===== src/verilog/gwae_map.vh =====
`ifndef GWAE_MAP_VH
`define GWAE_MAP_VH

// Wishbone register offsets (byte addresses)
`define GWAE_OFS_ENTRY 6'h00
`define GWAE_OFS_ROTATE 6'h04
`define GWAE_OFS_MASK 6'h08
`define GWAE_OFS_ADDR 6'h0c
`define GWAE_OFS_WDATA 6'h10
`define GWAE_OFS_STATUS 6'h14

// Entry register fields
`define GWAE_ENTRY_DIR_BIT 0
`define GWAE_ENTRY_AM_LSB 1
`define GWAE_ENTRY_LG_LSB 3

// Status register fields
`define GWAE_STAT_AC_LSB 0
`define GWAE_STAT_EVEN_BIT 16
`define GWAE_STAT_BUSY_BIT 17
`define GWAE_STAT_FULL_BIT 18

// Reset values
`define GWAE_RST_DIR 1'b1
`define GWAE_RST_AM 2'h0
`define GWAE_RST_LG 2'h0
`define GWAE_RST_ROT 3'h0
`define GWAE_RST_MASK 16'h0000
`define GWAE_RST_AC 11'h000

// Address move modes
`define GWAE_AM_HORIZ 2'h0
`define GWAE_AM_VERT 2'h1
`define GWAE_AM_TWO 2'h2

// Logic operations
`define GWAE_LG_NONE 2'h0
`define GWAE_LG_OR 2'h1
`define GWAE_LG_AND 2'h2
`define GWAE_LG_XOR 2'h3

// Geometry: sixteen words per raster row
`define GWAE_ROW_WORDS 11'h010
`define GWAE_COL_LAST 4'hf

`endif


===== src/verilog/gwae_engine.v =====
// Added by the designer: the register offsets and register access over Wishbone.
`timescale 1ns/1ps
`default_nettype none
`include "gwae_map.vh"

module gwae_engine #(
   parameter FIFO_DEPTH = 16,
   parameter FIFO_AW = 4
) (
   // Clock and reset
   input wire clk_i,
   input wire rst_i,
   // Wishbone slave
   input wire wb_cyc_i,
   input wire wb_stb_i,
   input wire wb_we_i,
   input wire [5:0] wb_adr_i,
   input wire [3:0] wb_sel_i,
   input wire [31:0] wb_dat_i,
   output wire [31:0] wb_dat_o,
   output wire wb_ack_o,
   // Graphics RAM port
   output wire [10:0] ram_addr_o,
   output wire ram_re_o,
   input wire [15:0] ram_rdata_i,
   output wire ram_we_o,
   output wire [15:0] ram_wdata_o,
   output wire [15:0] ram_bwe_o
);

   localparam S_IDLE = 2'h0;
   localparam S_RWAIT = 2'h1;
   localparam S_LATCH = 2'h2;
   localparam S_WRITE = 2'h3;

   // Configuration
   reg dir_q;
   reg [1:0] address_move_dir_q;
   reg [1:0] logic_op_select_q;
   reg [2:0] bit_rotate_amount_q;
   reg [15:0] write_bit_mask_q;
   // Address counter and two-word parity
   reg [10:0] ram_addr_counter_q;
   reg even_q;
   // Engine
   reg [1:0] state_q;
   reg [15:0] word_q;
   reg [15:0] latch_q;
   reg [10:0] ram_addr_q;
   reg ram_re_q;
   reg ram_we_q;
   reg [15:0] ram_wdata_q;
   reg [15:0] ram_bwe_q;
   // Bus
   reg ack_q;
   reg [31:0] dat_q;

   wire fifo_in_ready;
   wire fifo_out_valid;
   wire fifo_out_ready;
   wire [15:0] fifo_out_data;
   wire fifo_empty;
   wire fifo_full;
   wire drained;
   wire wb_hit;
   wire wb_ok;
   wire wb_take;
   wire wb_write;
   wire cfg_reg;
   wire fifo_push;
   wire [15:0] rotated;
   wire [15:0] protect;
   wire [15:0] combined;
   wire [31:0] entry_rd;
   wire [31:0] status_rd;

   // Rotate right by n bits
   function [15:0] rot16;
      input [15:0] d;
      input [2:0] n;
      reg [31:0] dd;
      begin
         dd = {d, d} >> n;
         rot16 = dd[15:0];
      end
   endfunction

   // Byte-lane merge of a Wishbone write into a 32-bit image
   function [31:0] wb_merge;
      input [31:0] old;
      input [31:0] nw;
      input [3:0] sel;
      integer i;
      begin
         wb_merge = old;
         for (i = 0; i < 4; i = i + 1) begin
            if (sel[i]) begin
               wb_merge[i*8 +: 8] = nw[i*8 +: 8];
            end
         end
      end
   endfunction

   // Combine stored and host data
   function [15:0] logic_op;
      input [1:0] op;
      input [15:0] stored;
      input [15:0] host;
      begin
         case (op)
            `GWAE_LG_OR: logic_op = stored | host;
            `GWAE_LG_AND: logic_op = stored & host;
            `GWAE_LG_XOR: logic_op = stored ^ host;
            default: logic_op = host;
         endcase
      end
   endfunction

   // Address counter step after a write
   function [10:0] next_addr;
      input [10:0] ac;
      input [1:0] am;
      input dir;
      input even;
      reg [3:0] col;
      begin
         col = ac[3:0];
         case (am)
            `GWAE_AM_VERT: begin
               if (ac[10:4] == 7'h7f) begin
                  if (dir) begin
                     next_addr = {7'h00, col + 4'h1};
                  end else begin
                     next_addr = {7'h00, col - 4'h1};
                  end
               end else begin
                  next_addr = ac + `GWAE_ROW_WORDS;
               end
            end
            `GWAE_AM_TWO: begin
               if (!even) begin
                  next_addr = dir ? ac + 11'h001 : ac - 11'h001;
               end else if (dir) begin
                  next_addr = ac - 11'h001 + `GWAE_ROW_WORDS;
               end else begin
                  next_addr = ac + 11'h001 + `GWAE_ROW_WORDS;
               end
            end
            default: begin
               // Move mode 11 has no pattern of its own and steps as horizontal
               // Incrementing past column 15 already lands on the next row's left edge
               if (dir) begin
                  next_addr = ac + 11'h001;
               end else if (col == 4'h0) begin
                  next_addr = ac + `GWAE_ROW_WORDS + {7'h00, `GWAE_COL_LAST};
               end else begin
                  next_addr = ac - 11'h001;
               end
            end
         endcase
      end
   endfunction

   gwae_fifo #(
      .WIDTH(16),
      .DEPTH(FIFO_DEPTH),
      .AW(FIFO_AW)
   ) u_fifo (
      .clk_i(clk_i),
      .rst_i(rst_i),
      .in_valid_i(fifo_push),
      .in_ready_o(fifo_in_ready),
      .in_data_i(wb_dat_i[15:0]),
      .out_valid_o(fifo_out_valid),
      .out_ready_i(fifo_out_ready),
      .out_data_o(fifo_out_data),
      .empty_o(fifo_empty),
      .full_o(fifo_full)
   );

   assign fifo_out_ready = (state_q == S_IDLE);
   assign drained = fifo_empty & (state_q == S_IDLE);

   // Bus decode; settings only change once queued words are written, so each word uses its own setup
   // Unmapped offsets are still acknowledged so a stray access cannot hang the bus
   assign wb_hit = wb_cyc_i & wb_stb_i & ~ack_q;
   assign cfg_reg = (wb_adr_i == `GWAE_OFS_ENTRY) | (wb_adr_i == `GWAE_OFS_ROTATE) |
                    (wb_adr_i == `GWAE_OFS_MASK) | (wb_adr_i == `GWAE_OFS_ADDR);
   assign wb_ok = ~wb_we_i | ((wb_adr_i == `GWAE_OFS_WDATA) ? fifo_in_ready : (~cfg_reg | drained));
   assign wb_take = wb_hit & wb_ok;
   assign wb_write = wb_take & wb_we_i;
   assign fifo_push = wb_write & (wb_adr_i == `GWAE_OFS_WDATA);

   assign entry_rd = {27'h0000000, logic_op_select_q, address_move_dir_q, dir_q};
   assign status_rd = {13'h0000, fifo_full, ~drained, even_q, 5'h00, ram_addr_counter_q};

   // Data path toward the RAM
   assign rotated = rot16(word_q, bit_rotate_amount_q);
   assign protect = (address_move_dir_q == `GWAE_AM_TWO && even_q) ? ~write_bit_mask_q
                                                                   : write_bit_mask_q;
   assign combined = logic_op(logic_op_select_q, latch_q, rotated);

   always @(posedge clk_i) begin
      if (rst_i) begin
         ack_q <= 1'b0;
         dat_q <= 32'h00000000;
      end else begin
         ack_q <= wb_take;
         if (wb_take && !wb_we_i) begin
            case (wb_adr_i)
               `GWAE_OFS_ENTRY: dat_q <= entry_rd;
               `GWAE_OFS_ROTATE: dat_q <= {29'h00000000, bit_rotate_amount_q};
               `GWAE_OFS_MASK: dat_q <= {16'h0000, write_bit_mask_q};
               `GWAE_OFS_ADDR: dat_q <= {21'h000000, ram_addr_counter_q};
               `GWAE_OFS_STATUS: dat_q <= status_rd;
               default: dat_q <= 32'h00000000;
            endcase
         end else begin
            dat_q <= 32'h00000000;
         end
      end
   end

   // Configuration registers
   always @(posedge clk_i) begin : cfg_proc
      reg [31:0] m;
      m = 32'h00000000;
      if (rst_i) begin
         dir_q <= `GWAE_RST_DIR;
         address_move_dir_q <= `GWAE_RST_AM;
         logic_op_select_q <= `GWAE_RST_LG;
         bit_rotate_amount_q <= `GWAE_RST_ROT;
         write_bit_mask_q <= `GWAE_RST_MASK;
      end else if (wb_write) begin
         case (wb_adr_i)
            `GWAE_OFS_ENTRY: begin
               m = wb_merge(entry_rd, wb_dat_i, wb_sel_i);
               dir_q <= m[`GWAE_ENTRY_DIR_BIT];
               address_move_dir_q <= m[`GWAE_ENTRY_AM_LSB +: 2];
               logic_op_select_q <= m[`GWAE_ENTRY_LG_LSB +: 2];
            end
            `GWAE_OFS_ROTATE: begin
               m = wb_merge({29'h00000000, bit_rotate_amount_q}, wb_dat_i, wb_sel_i);
               bit_rotate_amount_q <= m[2:0];
            end
            `GWAE_OFS_MASK: begin
               m = wb_merge({16'h0000, write_bit_mask_q}, wb_dat_i, wb_sel_i);
               write_bit_mask_q <= m[15:0];
            end
            default: begin
               m = 32'h00000000;
            end
         endcase
      end
   end

   // Address counter, parity and write engine
   always @(posedge clk_i) begin : eng_proc
      reg [31:0] a;
      a = 32'h00000000;
      if (rst_i) begin
         ram_addr_counter_q <= `GWAE_RST_AC;
         even_q <= 1'b0;
         state_q <= S_IDLE;
         word_q <= 16'h0000;
         latch_q <= 16'h0000;
         ram_addr_q <= `GWAE_RST_AC;
         ram_re_q <= 1'b0;
         ram_we_q <= 1'b0;
         ram_wdata_q <= 16'h0000;
         ram_bwe_q <= 16'h0000;
      end else begin
         ram_re_q <= 1'b0;
         ram_we_q <= 1'b0;
         if (wb_write && wb_adr_i == `GWAE_OFS_ADDR) begin
            a = wb_merge({21'h000000, ram_addr_counter_q}, wb_dat_i, wb_sel_i);
            ram_addr_counter_q <= a[10:0];
            even_q <= 1'b0;
         end
         case (state_q)
            S_IDLE: begin
               // Popping only here spaces RAM accesses, so a write never meets the next read
               if (fifo_out_valid) begin
                  word_q <= fifo_out_data;
                  ram_addr_q <= ram_addr_counter_q;
                  if (logic_op_select_q != `GWAE_LG_NONE) begin
                     ram_re_q <= 1'b1;
                     state_q <= S_RWAIT;
                  end else begin
                     state_q <= S_WRITE;
                  end
               end
            end
            S_RWAIT: begin
               state_q <= S_LATCH;
            end
            S_LATCH: begin
               // Original word is held internally and never returned on the bus
               latch_q <= ram_rdata_i;
               state_q <= S_WRITE;
            end
            S_WRITE: begin
               ram_we_q <= 1'b1;
               ram_wdata_q <= (logic_op_select_q != `GWAE_LG_NONE) ? combined : rotated;
               ram_bwe_q <= ~protect;
               ram_addr_counter_q <= next_addr(ram_addr_counter_q, address_move_dir_q, dir_q, even_q);
               if (address_move_dir_q == `GWAE_AM_TWO) begin
                  even_q <= ~even_q;
               end
               state_q <= S_IDLE;
            end
            default: begin
               state_q <= S_IDLE;
            end
         endcase
      end
   end

   assign wb_ack_o = ack_q;
   assign wb_dat_o = dat_q;
   assign ram_addr_o = ram_addr_q;
   assign ram_re_o = ram_re_q;
   assign ram_we_o = ram_we_q;
   assign ram_wdata_o = ram_wdata_q;
   assign ram_bwe_o = ram_bwe_q;

endmodule // gwae_engine

`default_nettype wire


===== src/verilog/gwae_fifo.v =====
`timescale 1ns/1ps
`default_nettype none

module gwae_fifo #(
   parameter WIDTH = 16,
   parameter DEPTH = 16,
   parameter AW = 4
) (
   // Clock and reset
   input wire clk_i,
   input wire rst_i,
   // Fill side
   input wire in_valid_i,
   output wire in_ready_o,
   input wire [WIDTH-1:0] in_data_i,
   // Drain side
   output wire out_valid_o,
   input wire out_ready_i,
   output wire [WIDTH-1:0] out_data_o,
   // Status
   output wire empty_o,
   output wire full_o
);

   reg [WIDTH-1:0] mem_q [0:DEPTH-1];
   reg [AW-1:0] wr_ptr_q;
   reg [AW-1:0] rd_ptr_q;
   reg [AW:0] count_q;
   reg [WIDTH-1:0] out_q;
   reg out_valid_q;
   wire push;
   wire load;

   // Read data always leaves through a register, so the output stage counts as one extra slot
   assign full_o = (count_q == DEPTH[AW:0]);
   assign in_ready_o = ~full_o;
   assign push = in_valid_i & ~full_o;
   assign load = (count_q != {(AW+1){1'b0}}) & (~out_valid_q | out_ready_i);
   assign out_valid_o = out_valid_q;
   assign out_data_o = out_q;
   assign empty_o = ~out_valid_q & (count_q == {(AW+1){1'b0}});

   always @(posedge clk_i) begin
      if (push) begin
         mem_q[wr_ptr_q] <= in_data_i;
      end
   end

   always @(posedge clk_i) begin
      if (rst_i) begin
         wr_ptr_q <= {AW{1'b0}};
         rd_ptr_q <= {AW{1'b0}};
         count_q <= {(AW+1){1'b0}};
         out_q <= {WIDTH{1'b0}};
         out_valid_q <= 1'b0;
      end else begin
         if (push) begin
            wr_ptr_q <= wr_ptr_q + 1'b1;
         end
         if (load) begin
            rd_ptr_q <= rd_ptr_q + 1'b1;
            out_q <= mem_q[rd_ptr_q];
            out_valid_q <= 1'b1;
         end else if (out_ready_i) begin
            out_valid_q <= 1'b0;
         end
         if (push & ~load) begin
            count_q <= count_q + 1'b1;
         end else if (load & ~push) begin
            count_q <= count_q - 1'b1;
         end
      end
   end

endmodule // gwae_fifo

`default_nettype wire


===== config.mk =====
export PLATFORM = sky130hd
export DESIGN_NAME = gwae_engine
export DESIGN_NICKNAME = d
export VERILOG_FILES = /design/src/verilog/gwae_engine.v /design/src/verilog/gwae_fifo.v
export VERILOG_INCLUDE_DIRS = /design/src /design/src/verilog
export SDC_FILE = /design/constraint.sdc
export NUM_CORES = 1
export LEC_CHECK = 0
export BUFFER_PORTS_ARGS = -buffer_cell sky130_fd_sc_hd__buf_4
export CORE_UTILIZATION = 57
export DETAILED_ROUTE_END_ITERATION = 16
export PLACE_DENSITY = 0.76
export SLEW_MARGIN = 20
export SYNTH_ARGS = -nofsm -noshare
export SYNTH_HDL_FRONTEND = slang
export SYNTH_HIERARCHICAL = 1
export SYNTH_SLANG_ARGS = --single-unit

===== constraint.sdc =====
create_clock -name clk_i -period 5.5 [get_ports clk_i]
set_input_delay 1.375 -clock clk_i [delete_from_list [all_inputs] [get_ports clk_i]]
set_output_delay 1.375 -clock clk_i [all_outputs]
set_load 0.01 [all_outputs]

==> impl_metrics.toml <==
[status]
outcome = "finished, final reports clean"

[synthesis]
async_reset_ff_frac = 0
synth_cell_types = 77
synth-seq-cells = 421
ys_warn_count = 6
synth_edf_count = 256
synthFlopType = "edfxtp_1"
synth_seq_area_share = 0.561
syn_area_mm2 = 0.0196
syn-instance-count = 1610
postSynthAreaPerCell_um2 = 12.2

[run]
maxCapViolations = 0

[cts]
cts_hold_buf = 0
cts_tree = "built"
clock_sinks = 421
cts_buffer_depth = 3
cts_setup_buffers = 0
clk_latency_ps = 590
path_clk_slew_ps = 60
htreeDepth = 2
cts_resized = 0
numCtsBuffers = 43
clockRootBuffer = "clkbuf_16"

[worst_setup_path]
crit_buf_inv = 2
path_max_fanout = 6
crit_chain = "buf_4, or4b_2, o32ai_1, a21oi_1, and2_1, nor3b_1, a21boi_2, ha_1, inv_1, ha_1, a21o_1, a21oi_1, mux2i_1, mux2_2"
end_kind = "register"
critPathMaxStageDelay_ps = 750
startpoint = "wb_adr_i[1]"
critPathSlowestCell = "or4b_2"
arrival_ps = 4860
crit_path_start_kind = "input port"
crit_type = "in2reg"
path_delay_family = "simple AND/OR/NAND/NOR gates"
required_ps = 5980
worstReg2RegStart = "u_fifo/count_q[0]"

[layout]
postLayoutCoreUtil = 0.657
multi_input_area_mm2 = 0.00788
diodes = 0
layout-drive-gt1-share = 0.179
layout.nets = 1801
area.sequential_mm2 = 0.0110
stdcell_area_mm2 = 0.0221
fillerInstances = 2511
syn_to_final_growth_pct = 13.1
final_common_cell = "edfxtp_1"
layout_common_cells = "edfxtp_1, nor2_1, mux2i_1"

[sta]
worstMarginPinSlew_ps = 1120
maxSlewHeadroom = 0.253
finalCriticalPeriod_ps = 4380
max_freq_ghz = 0.228
setup_viol = 0
fin_tns_setup_ps = 0
period_share = 0.796
rsz0062_at_grt = "no"
fin_ws_ps = 1120
hold_viol_final = 0
finClkSkew_ps = 30.2
slew_violations = 0

[place]
placed_cell_area_mm2 = 0.0207
dp_hpwl_um = 30000
preCtsSetupSlack_ps = 531
place_congestion = 0.937
io_buffers = 109

[global_route]
grt_max_degree = 62
grt_pass1_wl_um = 73300
grt_antenna_before_repair = 0
grt-ovfl-total = 0
grt_pass1_vias = 12900
track_usage = 0.272

[power]
ir_drop_mv = 0.318
leakage_nw = 7.77
power_density_mw_per_mm2 = 415

[route]
drtIter0Drc = 1150
drt-pass1-iter-count = 5
vias = 13100
routedWlPerCell_um = 22.0
routed_wl_um = 47500
antenna_left = 0
vias_per_cell = 6.05
drc = 0

[floorplanning]
coreArea_mm2 = 0.0337
rows = 67
initial_core_util = 0.581
fp.dieW_um = 187
io_pins = 141
die_h_um = 187
dieArea_mm2 = 0.0351

[worst_hold_path]
hp-class = "reg2reg"
holdCritStartpoint = "ram_addr_o[8]"
==> metrics by stage <==
stage	hold slack (ps)	total power [mW]	cells
2_1_floorplan	432	5.58	1622
3_3_place_gp	445	6.14	2084
3_5_place_dp	448	6.19	2084
4_1_cts	457	9.22	2164
5_1_grt	475	9.59	2164
6_report	455	9.18	2164
==> Yosys cell counts (5+ instances only) <==
cell type / count / area (µm²)
edfxtp_1: 256 / 7690
and2_1: 15 / 93.8
nor4_1: 6 / 37.5
mux4_2: 46 / 1040
xor2_1: 35 / 307
o22ai_1: 26 / 163
mux2_2: 5 / 56.3
nor2_1: 172 / 646
buf_4: 17 / 128
nor2b_1: 5 / 31.3
o22ai_2: 10 / 125
ha_1: 55 / 688
xnor2_1: 25 / 219
o21ai_0: 37 / 185
a31oi_1: 10 / 62.6
buf_2: 15 / 75.1
and3_1: 7 / 43.8
buf_1: 15 / 56.3
a22oi_1: 28 / 210
nand2b_1: 5 / 31.3
nand2_1: 119 / 447
a211oi_1: 33 / 248
or3_1: 5 / 31.3
nand3_1: 11 / 55.1
a21oi_1: 68 / 340
nor3_1: 36 / 180
clkbuf_1: 71 / 267
buf_6: 6 / 67.6
dfxtp_1: 165 / 3300
a211oi_2: 12 / 150
inv_1: 51 / 191
mux2i_1: 171 / 1710
==> registers in the layout, indices dropped and copies added, names as in the netlist, 4 cells and up <==
register,cells
write_bit_mask_q,16
u_fifo/wr_ptr_q,4
wb_dat_o,19
word_q,16
ram_bwe_o,16
u_fifo/count_q,5
u_fifo/out_data_o,16
u_fifo/mem_q,256
u_fifo/rd_ptr_q,4
latch_q,16
ram_wdata_o,16
ram_addr_counter_q,11
ram_addr_o,11
==> worst register-to-register path: stages (launching register included) <==
cell and delay, ps:
dfxtp_1 390, or4_4 610, nor3_1 190, and2_1 180
o32ai_1 70, a21oi_1 170, and2_1 200, nor3b_1 360
a21boi_2 410, ha_1 230, inv_1 110, fa_1 410
a21o_1 200, a21oi_1 170, mux2i_1 220, mux2_2 350
==> final cells by class <==
cell class | count | area share
clock inverters | 16 | 0.0106
well taps | 448 | 0.0253
inverters | 53 | 0.00910
clock buffers | 64 | 0.0557
flip-flops and latches | 421 | 0.497
repair buffers | 138 | 0.0468
multi-input cells | 1024 | 0.356
==> power by group <==
group	switching [mW]	leakage, nW	internal [mW]
Clock	1.26	0.726	1.76
Combinational	1.38	3.40	1.01
Sequential	0.242	3.64	3.54
==> cells by family (layout without fill, tap and decap cells) <==
group | count (synthesis) | count (layout) | share of synthesized area
XOR/XNOR | 61 | 61 | 0.0277
flip-flops | 421 | 421 | 0.561
AO/OA/AOI/OAI | 258 | 258 | 0.0911
buffers and inverters | 177 | 271 | 0.0406
AND/OR/NAND/NOR | 411 | 411 | 0.0961
other | 1 | 13 | 0.000192
multiplexers | 224 | 224 | 0.146
adder cells (fa/ha/maj) | 57 | 57 | 0.0372
==> path summary, 6_finish.rpt <==
check                                    endpoint  slack, ps  depth (start not counted)
worst max-delay path            u_fifo/count_q[4]       1120                         14
worst min-delay path                ram_addr_o[8]        450                          2
worst max register to register  u_fifo/count_q[4]       1130                         15
worst min register to register      ram_addr_o[8]        450                          2
==> per-layer routing <==
layer / share of wire / wire length [µm] / vias to the layer above / track usage
met2: 0.47 / 22300 / 563 / 0.437
met1: 0.42 / 20100 / 6418 / 0.374
met3: 0.077 / 3670 / 89 / 0.0448
li1: - / - / 6013 / -
met5: 0 / 0 / - / 0
met4: 0.031 / 1480 / 0 / 0.104
No activity file was read; power rests on OpenSTA's default activity.
